--- config.mk ---
export PLATFORM = sky130hd
export DESIGN_NAME = matrix_panel_status_logic
export DESIGN_NICKNAME = d
export VERILOG_FILES = /design/src/hw/panel_status_pkg.sv /design/src/hw/matrix_panel_status_logic.sv
export SDC_FILE = /design/constraint.sdc
export NUM_CORES = 2
export LEC_CHECK = 0
export BUFFER_PORTS_ARGS = -buffer_cell sky130_fd_sc_hd__buf_2
export CORE_AREA = 2 2 300 302
export DETAILED_ROUTE_END_ITERATION = 7
export DIE_AREA = 0 0 302 304
export PLACE_DENSITY = 0.7
export SKIP_CTS_REPAIR_TIMING = 1
export SYNTH_ARGS = -nofsm -noshare
export SYNTH_HDL_FRONTEND = slang
export SYNTH_SLANG_ARGS = --single-unit
--- constraint.sdc ---
create_clock -name clk_in -period 3.9 [get_ports clk_in]
set_input_delay 0.78 -clock clk_in [delete_from_list [all_inputs] [get_ports clk_in]]
set_output_delay 0.78 -clock clk_in [all_outputs]
set_load 0.01 [all_outputs]
--- src/hw/panel_status_pkg.sv ---
// Constants and types of the panel status logic.
// Assumes a 125 MHz clock; times are held as clock counts.
package panel_status_pkg;

	// ****************************************************************
	// Timing
	// ****************************************************************
	localparam int unsigned CLK_MHZ          = 125;
	localparam int unsigned MSG_HOLD_MS      = 2000;
	localparam int unsigned CYCLES_PER_MS    = CLK_MHZ * 1000;
	localparam int unsigned MSG_HOLD_CYCLES  = MSG_HOLD_MS * CYCLES_PER_MS;

	// ****************************************************************
	// Sizes
	// ****************************************************************
	localparam int unsigned SLOT_COUNT   = 6;
	localparam int unsigned ROW_COUNT    = 8;
	localparam int unsigned COL_PER_SLOT = 12;
	localparam int unsigned XP_COUNT     = SLOT_COUNT * ROW_COUNT * COL_PER_SLOT;
	localparam int unsigned ROW_BLOCKS   = 2;
	localparam int unsigned SETTLE_W     = 17;
	localparam int unsigned CARD_SETTLE_W = 8;
	localparam int unsigned XP_ADDR_W    = 10;
	localparam int unsigned ROW_SEL_W    = 4;

	// ****************************************************************
	// Reset values
	// ****************************************************************
	localparam logic        RST_EDGE_RISING  = 1'h0;
	localparam logic        RST_READY_HIGH   = 1'h0;
	localparam logic        RST_TRIG_ENABLE  = 1'h0;
	localparam logic [16:0] RST_USER_SETTLE  = 17'h00000;
	localparam logic [16:0] USER_SETTLE_MAX  = 17'h1869f;

	// ****************************************************************
	// Enumerations
	// ****************************************************************
	typedef enum logic [2:0] {
		SRC_EXTERNAL,
		SRC_KEY,
		SRC_TALK,
		SRC_GET,
		SRC_EXEC_CHAR
	} trig_source_type;

	typedef enum logic [3:0] {
		MSG_NONE,
		MSG_CARD_ID,
		MSG_BAD_CMD,
		MSG_BAD_OPTION,
		MSG_INVALID_INPUT,
		MSG_POINTER,
		MSG_LOOP_ERROR,
		MSG_LOOP_DOWN,
		MSG_NOT_REMOTE,
		MSG_RAM_FAIL,
		MSG_ROM_FAIL,
		MSG_SETUP_ERROR,
		MSG_TRIGGER_OVERRUN_FLAG,
		MSG_UNSETTLED_TRIGGER_FLAG
	} message_type;

	typedef enum logic [1:0] {
		ST_READY,
		ST_SETTLE_CARD,
		ST_SETTLE_USER
	} settle_state_type;

endpackage : panel_status_pkg

--- src/hw/matrix_panel_status_logic.sv ---
// Status, trigger, settling, lamp and row logic of a switching matrix panel.
// Assumes one-cycle strobes on clk_in; the trigger pin is asynchronous.
//
// How it works
// RQ1: Persistent errors hold until next operation.
// RQ2: Other errors show two seconds, then revert.
// RQ3: Trigger before ready raises overrun flag.
// RQ4: Trigger before settle end flags, still processed.
// RQ5: External trigger edge selectable falling or rising.
// RQ6: Matrix ready polarity selectable low or high.
// RQ7: Five selectable trigger sources.
// RQ8: User settle milliseconds added to card settle.
// RQ9: Card settle is longest installed card's.
// RQ10: Loop faults report loop error.
// RQ11: Unpowered loop unit reports loop down.
// RQ12: Execute character outside remote reports error.
// RQ13: Listen addressed with REN enters remote.
// RQ14: Remote ignores panel except local key; in remote, pen misses and bad row indexes still post messages.
// RQ15: Local key returns local unless lockout.
// RQ16: Talk, listen lamps follow addressing.
// RQ17: Crosspoint lamps six blocks of 8x12.
// RQ18: Row selections kept in two column blocks.
// RQ19: Row holds one sequencing mode only.
// RQ20: Out-of-range entries flag invalid input.
// RQ21: Pen off target flags pointer error.
// RQ22: Two distinct bus command errors.
// RQ23: Setup checksum error clears setup, continue.
// RQ24: Card checksum fail reports identity error.
// RQ25: Reset defaults: fall, low, disabled, external, zero.
// RQ26: Ready only after combined settle interval.
`timescale 1ns/1ps

module matrix_panel_status_logic
#(
	parameter int unsigned MSG_HOLD_CYCLES = panel_status_pkg::MSG_HOLD_CYCLES,
	parameter int unsigned CYCLES_PER_MS   = panel_status_pkg::CYCLES_PER_MS
)
(
	input  wire logic         clk_in,
	input  wire logic         rst_n_in,
	input  wire logic         external_trigger_input_in,
	input  wire logic         key_trigger_in,
	input  wire logic         talk_trigger_in,
	input  wire logic         get_trigger_in,
	input  wire logic         exec_char_in,
	input  wire logic         trig_enable_in,
	input  wire logic         cfg_write_in,
	input  wire logic [2:0]   cfg_source_in,
	input  wire logic         cfg_edge_rising_in,
	input  wire logic         cfg_ready_high_in,
	input  wire logic [16:0]  cfg_user_settle_in,
	input  wire logic         relay_change_in,
	input  wire logic [47:0]  card_settle_in,
	input  wire logic [5:0]   card_present_in,
	input  wire logic [5:0]   card_id_fail_in,
	input  wire logic         loop_fault_in,
	input  wire logic         loop_down_in,
	input  wire logic         ram_fail_in,
	input  wire logic         rom_fail_in,
	input  wire logic         setup_checksum_fail_in,
	input  wire logic         bad_command_error_in,
	input  wire logic         bad_command_option_error_in,
	input  wire logic         operation_in,
	input  wire logic         listen_addressed_in,
	input  wire logic         talk_addressed_in,
	input  wire logic         ren_in,
	input  wire logic         llo_in,
	input  wire logic         local_key_in,
	input  wire logic         panel_key_in,
	input  wire logic         xp_write_in,
	input  wire logic [9:0]   xp_addr_in,
	input  wire logic         xp_value_in,
	input  wire logic         row_sel_in,
	input  wire logic [3:0]   row_index_in,
	input  wire logic         row_block_in,
	input  wire logic         row_break_make_in,
	input  wire logic         entry_invalid_in,
	input  wire logic         pen_press_in,
	input  wire logic         pen_on_target_in,
	output logic              matrix_ready_out,
	output logic              trigger_out,
	output logic              trigger_overrun_flag_out,
	output logic              unsettled_trigger_flag_out,
	output logic [3:0]        message_out,
	output logic              remote_led_out,
	output logic              talk_led_out,
	output logic              listen_led_out,
	output logic [575:0]      crosspoint_led_out,
	output logic [15:0]       make_break_rows_out,
	output logic [15:0]       break_make_rows_out,
	output logic              clear_setup_out,
	output logic [7:0]        card_settle_time_out,
	output logic              edge_rising_out,
	output logic              ready_high_out,
	output logic [2:0]        source_out,
	output logic              trig_enabled_out,
	output logic [16:0]       user_settle_time_out
);

	// ****************************************************************
	// State
	// ****************************************************************
	typedef struct packed {
		logic                              rst_meta;
		logic                              rst_sync;
		logic [2:0]                        ext_sync;
		logic                              ext_level;
		logic                              edge_rising;
		logic                              ready_high;
		panel_status_pkg::trig_source_type source;
		logic                              trig_en;
		logic [16:0]                       user_settle;
		logic [7:0]                        card_settle;
		panel_status_pkg::settle_state_type settle;
		logic [16:0]                       ms_left;
		logic [31:0]                       cyc_left;
		logic                              settled;
		logic                              ready;
		logic                              trig;
		logic                              overrun;
		logic                              unsettled;
		panel_status_pkg::message_type     msg;
		panel_status_pkg::message_type     msg_prev;
		logic                              msg_sticky;
		logic [31:0]                       msg_timer;
		logic                              remote;
		logic                              talk;
		logic                              listen;
		logic [575:0]                      xp;
		logic [15:0]                       mb_rows;
		logic [15:0]                       bm_rows;
		logic                              clear_setup;
	} state_type;

	state_type state_ff;
	state_type nxt_state;
	logic      rst_n;
	logic      ext_edge;
	logic      trig_hit;
	logic [7:0] longest;
	logic [3:0] row_bit;
	logic      op;

	assign rst_n = state_ff.rst_sync;

	// ****************************************************************
	// Longest installed card settle time
	// ****************************************************************
	always_comb
	begin
		longest = 8'h00;
		for (int i = 0; i < panel_status_pkg::SLOT_COUNT; i++)
		begin
			if (card_present_in[i] && card_settle_in[i*8 +: 8] > longest)
				longest = card_settle_in[i*8 +: 8]; // RQ9
		end
	end

	// Edge seen once the 2nd and 3rd stages agree on a new level
	always_comb
	begin
		ext_edge = 1'b0;
		if (state_ff.ext_sync[2] == state_ff.ext_sync[1]
			&& state_ff.ext_sync[1] != state_ff.ext_level)
			ext_edge = (state_ff.ext_sync[1] == state_ff.edge_rising); // RQ5
	end

	// Source mux; only the chosen source fires
	always_comb
	begin
		case (state_ff.source) // RQ7
			panel_status_pkg::SRC_EXTERNAL:  trig_hit = ext_edge;
			panel_status_pkg::SRC_KEY:       trig_hit = key_trigger_in && !state_ff.remote;
			panel_status_pkg::SRC_TALK:      trig_hit = talk_trigger_in;
			panel_status_pkg::SRC_GET:       trig_hit = get_trigger_in;
			panel_status_pkg::SRC_EXEC_CHAR: trig_hit = exec_char_in && state_ff.remote;
			default:                         trig_hit = 1'b0;
		endcase
	end

	assign row_bit = {row_block_in, row_index_in[2:0]};
	// A panel key counts as an operation only in local
	assign op = operation_in || (panel_key_in && !state_ff.remote); // RQ14

	// ****************************************************************
	// Next state
	// ****************************************************************
	always_comb
	begin
		nxt_state = state_ff;
		nxt_state.rst_meta = 1'b1;
		nxt_state.rst_sync = state_ff.rst_meta;
		nxt_state.ext_sync = {state_ff.ext_sync[1:0], external_trigger_input_in};
		if (state_ff.ext_sync[2] == state_ff.ext_sync[1])
			nxt_state.ext_level = state_ff.ext_sync[1];
		nxt_state.trig = 1'b0;
		nxt_state.clear_setup = 1'b0;
		nxt_state.card_settle = longest; // RQ9
		nxt_state.trig_en = trig_enable_in;

		// Config writes; panel writes refused in remote
		if (cfg_write_in && !state_ff.remote) // RQ14
		begin
			nxt_state.edge_rising = cfg_edge_rising_in; // RQ5
			nxt_state.ready_high  = cfg_ready_high_in; // RQ6
			if (cfg_source_in <= 3'h4)
				nxt_state.source = panel_status_pkg::trig_source_type'(cfg_source_in);
			if (cfg_user_settle_in <= panel_status_pkg::USER_SETTLE_MAX)
				nxt_state.user_settle = cfg_user_settle_in; // RQ8
		end

		// Trigger flags; a set in the same cycle wins over the clear
		if (op)
		begin
			nxt_state.overrun   = 1'b0;
			nxt_state.unsettled = 1'b0;
		end
		if (state_ff.trig_en && trig_hit)
		begin
			nxt_state.trig = 1'b1; // RQ4
			if (!state_ff.ready)
				nxt_state.overrun = 1'b1; // RQ3
			if (!state_ff.settled)
				nxt_state.unsettled = 1'b1; // RQ4
		end

		// Settling sequencer: card time then user time, ms resolution
		case (state_ff.settle)
			panel_status_pkg::ST_READY:
			begin
				if (relay_change_in || nxt_state.trig)
				begin
					nxt_state.settle   = panel_status_pkg::ST_SETTLE_CARD;
					nxt_state.ms_left  = {9'h000, state_ff.card_settle};
					nxt_state.cyc_left = CYCLES_PER_MS;
					nxt_state.ready    = 1'b0;
					nxt_state.settled  = 1'b0;
				end
			end
			panel_status_pkg::ST_SETTLE_CARD, panel_status_pkg::ST_SETTLE_USER:
			begin
				if (state_ff.ms_left == 17'h00000)
				begin
					if (state_ff.settle == panel_status_pkg::ST_SETTLE_CARD)
					begin
						nxt_state.settle  = panel_status_pkg::ST_SETTLE_USER;
						nxt_state.ms_left = state_ff.user_settle; // RQ8
					end
					else
					begin
						nxt_state.settle  = panel_status_pkg::ST_READY;
						nxt_state.ready   = 1'b1; // RQ26
						nxt_state.settled = 1'b1;
					end
				end
				else if (state_ff.cyc_left <= 32'h00000001)
				begin
					nxt_state.ms_left  = state_ff.ms_left - 17'h00001;
					nxt_state.cyc_left = CYCLES_PER_MS;
				end
				else
					nxt_state.cyc_left = state_ff.cyc_left - 32'h00000001;
			end
			default: nxt_state.settle = panel_status_pkg::ST_READY;
		endcase

		// Bus state: remote entry, local return, addressing lamps
		nxt_state.talk   = talk_addressed_in; // RQ16
		nxt_state.listen = listen_addressed_in; // RQ16
		if (!ren_in)
			nxt_state.remote = 1'b0;
		else if (listen_addressed_in)
			nxt_state.remote = 1'b1; // RQ13
		else if (local_key_in && !llo_in)
			nxt_state.remote = 1'b0; // RQ15

		// Crosspoint lamps, refused in remote
		if (xp_write_in && !state_ff.remote) // RQ14
		begin
			if (xp_addr_in < 10'(panel_status_pkg::XP_COUNT))
				nxt_state.xp[xp_addr_in] = xp_value_in; // RQ17
		end
		// Failed card lights its whole block
		for (int s = 0; s < panel_status_pkg::SLOT_COUNT; s++)
		begin
			if (card_id_fail_in[s])
				nxt_state.xp[s*96 +: 96] = {96{1'b1}}; // RQ24
		end

		// Row sequencing selection, exclusive between modes
		if (row_sel_in && !state_ff.remote && row_index_in < 4'h8) // RQ14
		begin
			if (row_break_make_in)
			begin
				nxt_state.bm_rows[row_bit] = 1'b1; // RQ18
				nxt_state.mb_rows[row_bit] = 1'b0; // RQ19
			end
			else
			begin
				nxt_state.mb_rows[row_bit] = 1'b1; // RQ18
				nxt_state.bm_rows[row_bit] = 1'b0; // RQ19
			end
		end

		if (setup_checksum_fail_in)
			nxt_state.clear_setup = 1'b1; // RQ23

		// Message handling: persistent ones wait for an operation
		if (state_ff.msg != panel_status_pkg::MSG_NONE)
		begin
			if (state_ff.msg_sticky)
			begin
				if (op)
				begin
					nxt_state.msg = panel_status_pkg::MSG_NONE; // RQ1
					nxt_state.msg_sticky = 1'b0;
				end
			end
			else if (state_ff.msg_timer <= 32'h00000001)
			begin
				nxt_state.msg = state_ff.msg_prev; // RQ2
				nxt_state.msg_sticky = state_ff.msg_prev != panel_status_pkg::MSG_NONE;
			end
			else
				nxt_state.msg_timer = state_ff.msg_timer - 32'h00000001;
		end

		// New message, highest priority last
		begin : post
			panel_status_pkg::message_type m;
			logic sticky;
			m = panel_status_pkg::MSG_NONE;
			sticky = 1'b0;
			if (state_ff.trig_en && trig_hit && !state_ff.settled)
				m = panel_status_pkg::MSG_UNSETTLED_TRIGGER_FLAG; // RQ4
			if (state_ff.trig_en && trig_hit && !state_ff.ready)
				m = panel_status_pkg::MSG_TRIGGER_OVERRUN_FLAG; // RQ3
			if (exec_char_in && !state_ff.remote)
				m = panel_status_pkg::MSG_NOT_REMOTE; // RQ12
			if (entry_invalid_in || (xp_write_in && !state_ff.remote
				&& xp_addr_in >= 10'(panel_status_pkg::XP_COUNT))
				|| (row_sel_in && row_index_in >= 4'h8)
				|| (cfg_write_in && !state_ff.remote && (cfg_source_in > 3'h4
				|| cfg_user_settle_in > panel_status_pkg::USER_SETTLE_MAX)))
				m = panel_status_pkg::MSG_INVALID_INPUT; // RQ20
			if (pen_press_in && !pen_on_target_in)
				m = panel_status_pkg::MSG_POINTER; // RQ21
			if (bad_command_option_error_in)
				m = panel_status_pkg::MSG_BAD_OPTION; // RQ22
			if (bad_command_error_in)
				m = panel_status_pkg::MSG_BAD_CMD; // RQ22
			if (loop_down_in)
				m = panel_status_pkg::MSG_LOOP_DOWN; // RQ11
			if (loop_fault_in)
			begin
				m = panel_status_pkg::MSG_LOOP_ERROR; // RQ10
				sticky = 1'b1;
			end
			if (setup_checksum_fail_in)
			begin
				m = panel_status_pkg::MSG_SETUP_ERROR;
				sticky = 1'b1;
			end
			if (ram_fail_in || rom_fail_in)
			begin
				m = ram_fail_in ? panel_status_pkg::MSG_RAM_FAIL
					: panel_status_pkg::MSG_ROM_FAIL;
				sticky = 1'b1;
			end
			if (card_id_fail_in != 6'h00)
			begin
				m = panel_status_pkg::MSG_CARD_ID; // RQ24
				sticky = 1'b1; // RQ1
			end
			if (m != panel_status_pkg::MSG_NONE)
			begin
				nxt_state.msg_prev = (state_ff.msg_sticky && !sticky) ? state_ff.msg
					: panel_status_pkg::MSG_NONE;
				nxt_state.msg = m;
				nxt_state.msg_sticky = sticky;
				nxt_state.msg_timer = MSG_HOLD_CYCLES; // RQ2
			end
		end
	end

	// ****************************************************************
	// Registers
	// ****************************************************************
	always_ff @(posedge clk_in or negedge rst_n_in)
	begin
		if (!rst_n_in)
		begin
			state_ff <= '0;
			state_ff.edge_rising <= panel_status_pkg::RST_EDGE_RISING; // RQ25
			state_ff.ready_high  <= panel_status_pkg::RST_READY_HIGH; // RQ25
			state_ff.source      <= panel_status_pkg::SRC_EXTERNAL; // RQ25
			state_ff.trig_en     <= panel_status_pkg::RST_TRIG_ENABLE; // RQ25
			state_ff.user_settle <= panel_status_pkg::RST_USER_SETTLE; // RQ25
			state_ff.ready       <= 1'b1;
			state_ff.settled     <= 1'b1;
		end
		else if (!rst_n)
		begin
			state_ff.rst_meta <= 1'b1;
			state_ff.rst_sync <= state_ff.rst_meta;
			state_ff.ext_sync <= nxt_state.ext_sync;
			state_ff.ext_level <= nxt_state.ext_level;
		end
		else
			state_ff <= nxt_state;
	end

	// ****************************************************************
	// Outputs straight from flip-flops, except matrix_ready_out, an XNOR of ready and ready_high
	// ****************************************************************
	assign matrix_ready_out = state_ff.ready ~^ state_ff.ready_high; // RQ6
	assign trigger_out = state_ff.trig;
	assign trigger_overrun_flag_out = state_ff.overrun;
	assign unsettled_trigger_flag_out = state_ff.unsettled;
	assign message_out = state_ff.msg;
	assign remote_led_out = state_ff.remote; // RQ13
	assign talk_led_out = state_ff.talk;
	assign listen_led_out = state_ff.listen;
	assign crosspoint_led_out = state_ff.xp;
	assign make_break_rows_out = state_ff.mb_rows;
	assign break_make_rows_out = state_ff.bm_rows;
	assign clear_setup_out = state_ff.clear_setup;
	assign card_settle_time_out = state_ff.card_settle;
	assign edge_rising_out = state_ff.edge_rising;
	assign ready_high_out = state_ff.ready_high;
	assign source_out = state_ff.source;
	assign trig_enabled_out = state_ff.trig_en;
	assign user_settle_time_out = state_ff.user_settle;

endmodule : matrix_panel_status_logic

-- Word-level counts from Yosys, hierarchy flattened
Index checks and enable logic that the tools add are counted.
W data, S select, Z words.
- $add $sub $neg: 3
- multiply operators: 0
- divide/modulo/power cells: 0
- order comparisons: 20
- equality and inequality tests: 19
- shift-type cells: 0
- muxes and demuxes: 71
- bitwise gates (word level): 6
- reduce and logical (&&, ||, !) cells: 81
- operator list (cell ; number):
    $mux W576 ; 2
    $bwmux W576 ; 1
    $mux W96 ; 6
    $mux W32 ; 5
    $pmux W51 S2 ; 1
    $mux W4 ; 17
    $le A32 B1 Y1 const B ; 2
    $sub A32 B1 Y32 const B ; 2
    $mux W53 ; 1
    $mux W17 ; 3
    $mux W8 ; 6
    $mux W41 ; 1
    $gt A8 B8 Y1 ; 5
    $mux W33 ; 1
    $and A16 B16 Y16 ; 2
    $or A16 B16 Y16 ; 2
    $reduce_bool A2 Y1 ; 14
    $reduce_and A3 Y1 ; 9
    $logic_and A1 B1 Y1 ; 26
    $gt A17 B17 Y1 const B ; 1
    $le A17 B17 Y1 const B ; 1
    $logic_not A17 Y1 ; 1
    $sub A17 B1 Y17 const B ; 1
    $mux W1 ; 16
    42 further kinds ; 74
- flip-flop bits (word level): 746
- bits in latches: 0
- bits in writable memories: 0
- bits in read-only memories: 0
- bits of input ports: 128
- output and inout port bits: 651
- word-level logic and storage cells: 234
- memories kept: 0

-- Depth between registers and ports, before layout
- depth in word-level cells: 21
- mapped depth: 52
- depth with buffers taken out: 48

-- Worst setup path before layout
No wires, ideal clock.
- kind: input -> register
- start point: input port card_present_in[0]
- end point: register state_ff (netlist bit card_settle_time_out[3])
- setup time: 0.083 ns
- arrival time: 9.236 ns
- required time: 3.817 ns
- path slack: -5.419 ns
- stages on the path: 48
- path buffers: 3
- cell sequence: nand2_1 ha_1 nor2b_1 o211ai_1 a31o_2 nor2_1 clkbuf_1 nand2_1 o21ai_0 inv_1 ha_1 a21o_1 a21o_1 a21o_1 a21o_1 a41oi_1 o31ai_4 nand2_2 [12 not listed] nand4_1 nor2_1 a311o_1 a21oi_1 o31ai_1 o21a_1 a311oi_1 o21bai_1 ha_1 a21o_1 a21o_1 a21oi_1 o21ai_0 o211a_1 buf_1 nor2b_1 o41ai_1 o21ai_0
- cells in the longest elaborated chain, start to end: 17
- RTL lines (element ; line ; RTL):
    from (decl) ; matrix_panel_status_logic.sv:54 ; input wire logic [5:0] card_present_in,
    $logic_and A1 B1 Y1 (*) ; matrix_panel_status_logic.sv:154 ; if (card_present_in[i] && card_settle_in[i*8 +: 8] > longest)
    $mux W8 (*) ; matrix_panel_status_logic.sv:154 ;
    $gt A8 B8 Y1 ; matrix_panel_status_logic.sv:154 ;
    $logic_and A1 B1 Y1 ; matrix_panel_status_logic.sv:154 ;
    $mux W8 (*) ; matrix_panel_status_logic.sv:154 ;
    $gt A8 B8 Y1 ; matrix_panel_status_logic.sv:154 ;
    $logic_and A1 B1 Y1 ; matrix_panel_status_logic.sv:154 ;
    $mux W8 (*) ; matrix_panel_status_logic.sv:154 ;
    $gt A8 B8 Y1 ; matrix_panel_status_logic.sv:154 ;
    $logic_and A1 B1 Y1 ; matrix_panel_status_logic.sv:154 ;
    $mux W8 (*) ; matrix_panel_status_logic.sv:154 ;
    $gt A8 B8 Y1 ; matrix_panel_status_logic.sv:154 ;
    $logic_and A1 B1 Y1 ; matrix_panel_status_logic.sv:154 ;
    $mux W8 (*) ; matrix_panel_status_logic.sv:154 ;
    $gt A8 B8 Y1 ; matrix_panel_status_logic.sv:154 ;
    $logic_and A1 B1 Y1 ; matrix_panel_status_logic.sv:154 ;
    $mux W8 (*) ; matrix_panel_status_logic.sv:154 ;
    to (signal assigned) ; matrix_panel_status_logic.sv:410 ; state_ff <= nxt_state;
    to (decl) ; matrix_panel_status_logic.sv:135 ; state_type state_ff;
Every way passes the cells marked *; elsewhere a longest branch is shown, timed or not.
A chain may end at the register's enable or synchronous reset.

-- Final worst setup path
- start point: input port card_present_in[0]
- end point: register state_ff (netlist bit card_settle_time_out[5])
The elaborated chain is that of the path after synthesis.

==> reports/qor.yml <==
timing:
  finalSetupTns_ns: -36.39
  finalSetupViolCount: 8
  fin_hold_ws_ns: 0.0946
  worst_pin_slew_ns: 0.982
  relSlewSlack: 0.343
  clock.fmax_mhz: 118
  fin_worst_skew_ns: 0.0323
  finalWorstSetupSlack_ns: -4.59
  finalHoldViolCount: 0
  min_period_over_period: 2.18
  rsz0062_at_grt: "yes"
  slew_violations: 0
  period_needed_ns: 8.49
setup_path:
  path_max_fanout: 8
  cp_slowest_stage_delay_ns: 0.32
  cp-start-kind: "input pin"
  cp.depth: 49
  path_class: "input pin to flop"
  worstPathArrival_ns: 9.08
  critPathRequiredTime_ns: 4.50
  critPathBufInv: 9
  r2r_cells: 14
  cp_common_cell: "buf_6"
  cp-end-kind: "flop"
  cpMaxStageDelayCell: "a311o_1"
  path_delay_family: "compound AO/OA/AOI/OAI gates"
die:
  core_area_sq_mm: 0.0890
  rows: 110
  die_x_um: 302
  initial_core_util: 0.471
  dieArea_sq_mm: 0.0918
  boundaryPins: 779
  dieHeight_um: 304
place:
  hpwl_um: 99200
  numPortBuffers: 778
  gp_congestion: 0.918
clocking:
  clkLatencyLatePin_ns: 0.67
  clk_path_buf_depth: 3
  cts_root_buf: "clkbuf_16"
  clk_pin_slew_ns: 0.06
  cts_tree: "yes"
  cts_htree_levels: 3
  clkSinkCount: 745
  cts_buffers: 86
routing:
  routed_wl_um: 150000
  drt_first_pass_iters: 5
  drc: 0
  wl_per_cell_um: 25.5
  ant_nets: 0
  routed_via_density: 6.17
  via_count: 36200
  first_iter_violations: 3897
logic_synthesis:
  synth_top_cell_area_share: 0.444
  ys.flop_type: "dfrtp_1"
  synth.area.top_cells: "dfrtp_1 44%, a21oi_1 14%, o22a_1 12%"
  ys_types: 100
  yosys.area.top_type: "dfrtp_1"
  async_flop_share: 1.00
  synth-edff-count: 0
  ys_warn_count: 0
  synth_cells: 4482
  mappedNetlistNets: 4652
  syn-cell-area_sq_mm: 0.0420
  ys_seq_elements: 745
  synth.avg_cell_area_sq_um: 9.36
  yosysSeqAreaShare: 0.444
power:
  peakVddDrop_mv: 0.440
  power.density_mw_per_mm2: 575
  cellLeakagePower_nw: 21.7
layout:
  finalNetCount: 4785
  syn_to_final_growth_pct: 14.4
  drive_gt1_frac: 0.315
  fin_util: 0.539
flow_run:
  cap_violations: 0
global_route:
  grt_max_degree: 97
  grt_pass1_vias: 34100
  grt_usage: 0.313
  overflow: 0
  grt_pass1_wl_um: 219000
  antenna_found_initial: 13
run_status:
  failed_checks: "setup timing"
  status: "finished, violations left"
worst_hold_path:
  min_path_type: "input pin to async pin"
worst register-to-register path, delay by kind of cell (launching register included):
kind                     cells  cell delay (ns)
adder cells (fa/ha/maj)      1             0.19
AO/OA/AOI/OAI                4             0.65
flip-flops                   1             0.41
AND/OR/NAND/NOR              7             2.12
buffers and inverters        2             0.27
worst paths after layout:
| path | startpoint | end | slack (ns) |
|---|---|---|---|
| setup / recovery | card_present_in[0] | card_settle_time_out[5] | -4.59 |
| min in group clk_in | external_trigger_input_in | nxt_state[742] | 0.25 |
| setup reg to reg | state_ff[690] | state_ff[703] | 0.17 |
| hold / removal | rst_n_in | user_settle_time_out[2] | 0.09 |
| max in group asynchronous | rst_n_in | crosspoint_led_out[71] | 2.72 |
| hold reg to reg | nxt_state[742] | nxt_state[743] | 0.35 |
state kept, by name, summed over array words and instances (netlist names), 3 cells and up, named ones only:
signal                cells
crosspoint_led_out      576
state_ff                 91
user_settle_time_out     17
card_settle_time_out      8
message_out               4
nxt_state                 3
source_out                3
routing by layer:
metal,GRT usage,vias up,wire length (um)
li1,-,16000,-
met1,0.401,18000,58900
met2,0.486,1784,68900
met3,0.0772,424,12900
met4,0.174,8,8960
met5,0,-,51
report_power, final:
part	total (mW)	leakage, nW	switching, mW	internal (mW)
clock	8.54	1.48	3.50	5.04
sequential	10.7	8.99	1.39	9.32
combinational	8.35	11.2	4.58	3.77
total	27.6	21.7	9.47	18.1
final cells by class:
cell class / count / area (sq um)
Clock inverter: 39 / 467
Clock buffer: 120 / 2530
Inverter: 52 / 195
Antenna cell: 7 / 17.5
Multi-Input combinational cell: 2657 / 18000
Tap cell: 1176 / 1470
Sequential cell: 745 / 18600
Timing Repair Buffer: 1073 / 6660
Fill cell: 8033 / 41000
layout by cell type (no fill, tap or decap), drive strengths merged, types with 13 or more instances in the layout:
| cell | instances |
|---|---|
| a21o | 15 |
| a21oi | 1202 |
| and3 | 13 |
| buf | 1072 |
| clkbuf | 121 |
| clkinv | 23 |
| dfrtp | 744 |
| ha | 42 |
| inv | 57 |
| mux2 | 42 |
| mux2i | 14 |
| nand2 | 114 |
| nand2b | 20 |
| nand3 | 32 |
| nor2 | 148 |
| nor2b | 22 |
| nor3 | 48 |
| nor4 | 28 |
| o21a | 14 |
| o21ai | 90 |
| o22a | 578 |
| or3 | 26 |
| or4 | 13 |
| xnor2 | 29 |
| xor2 | 19 |
synth_stat cells, types with 5 or more instances:
| library cell | count |
|---|---|
| a21oi_1 | 1201 |
| dfrtp_1 | 744 |
| buf_4 | 640 |
| o22a_1 | 578 |
| clkbuf_1 | 363 |
| nor2_1 | 146 |
| nand2_1 | 112 |
| o21ai_0 | 66 |
| inv_1 | 52 |
| nor3_1 | 46 |
| ha_1 | 42 |
| mux2_2 | 41 |
| nand3_1 | 30 |
| xnor2_1 | 29 |
| nor4_1 | 26 |
| o21ai_1 | 23 |
| or3_1 | 23 |
| nor2b_1 | 22 |
| buf_1 | 19 |
| nand2b_1 | 19 |
| xor2_1 | 19 |
| a21o_1 | 15 |
| mux2i_1 | 14 |
| o21a_1 | 14 |
| and3_1 | 12 |
| o31ai_1 | 10 |
| o41ai_1 | 10 |
| or4_1 | 10 |
| a31oi_1 | 9 |
| nand3b_1 | 8 |
| o21bai_1 | 8 |
| and2_1 | 6 |
| nand4_1 | 6 |
| o211ai_1 | 6 |
| a311oi_1 | 5 |
| buf_2 | 5 |
through the flow:
| stage | instances | cell area, sq um | worst slack, ns | power [mW] |
|---|---|---|---|---|
| global route | 5869 | 48000 | -4.94 | 28.9 |
| floorplan | 4482 | 42200 | -4.58 | 17.1 |
| finish | 5869 | 48000 | -4.59 | 27.6 |
| global placement | 5669 | 44200 | -5.60 | 18.5 |
| CTS | 5828 | 47200 | -4.94 | 27.4 |
| detailed placement | 5669 | 44200 | -5.66 | 18.8 |
kinds of logic (layout without fill, tap and decap cells):
logic type      count (synthesis)  in the layout  synth area share
compound gates               2002           2003             0.303
buf+inv                      1082           1284             0.155
flops                         745            745             0.444
simple gates                  505            506            0.0609
mux                            56             56            0.0147
xor+xnor                       48             48            0.0100
fa+ha+maj                      43             43            0.0128
other cells                     1              8         0.0000894
Note: power is estimated with default switching activity, not from simulation.
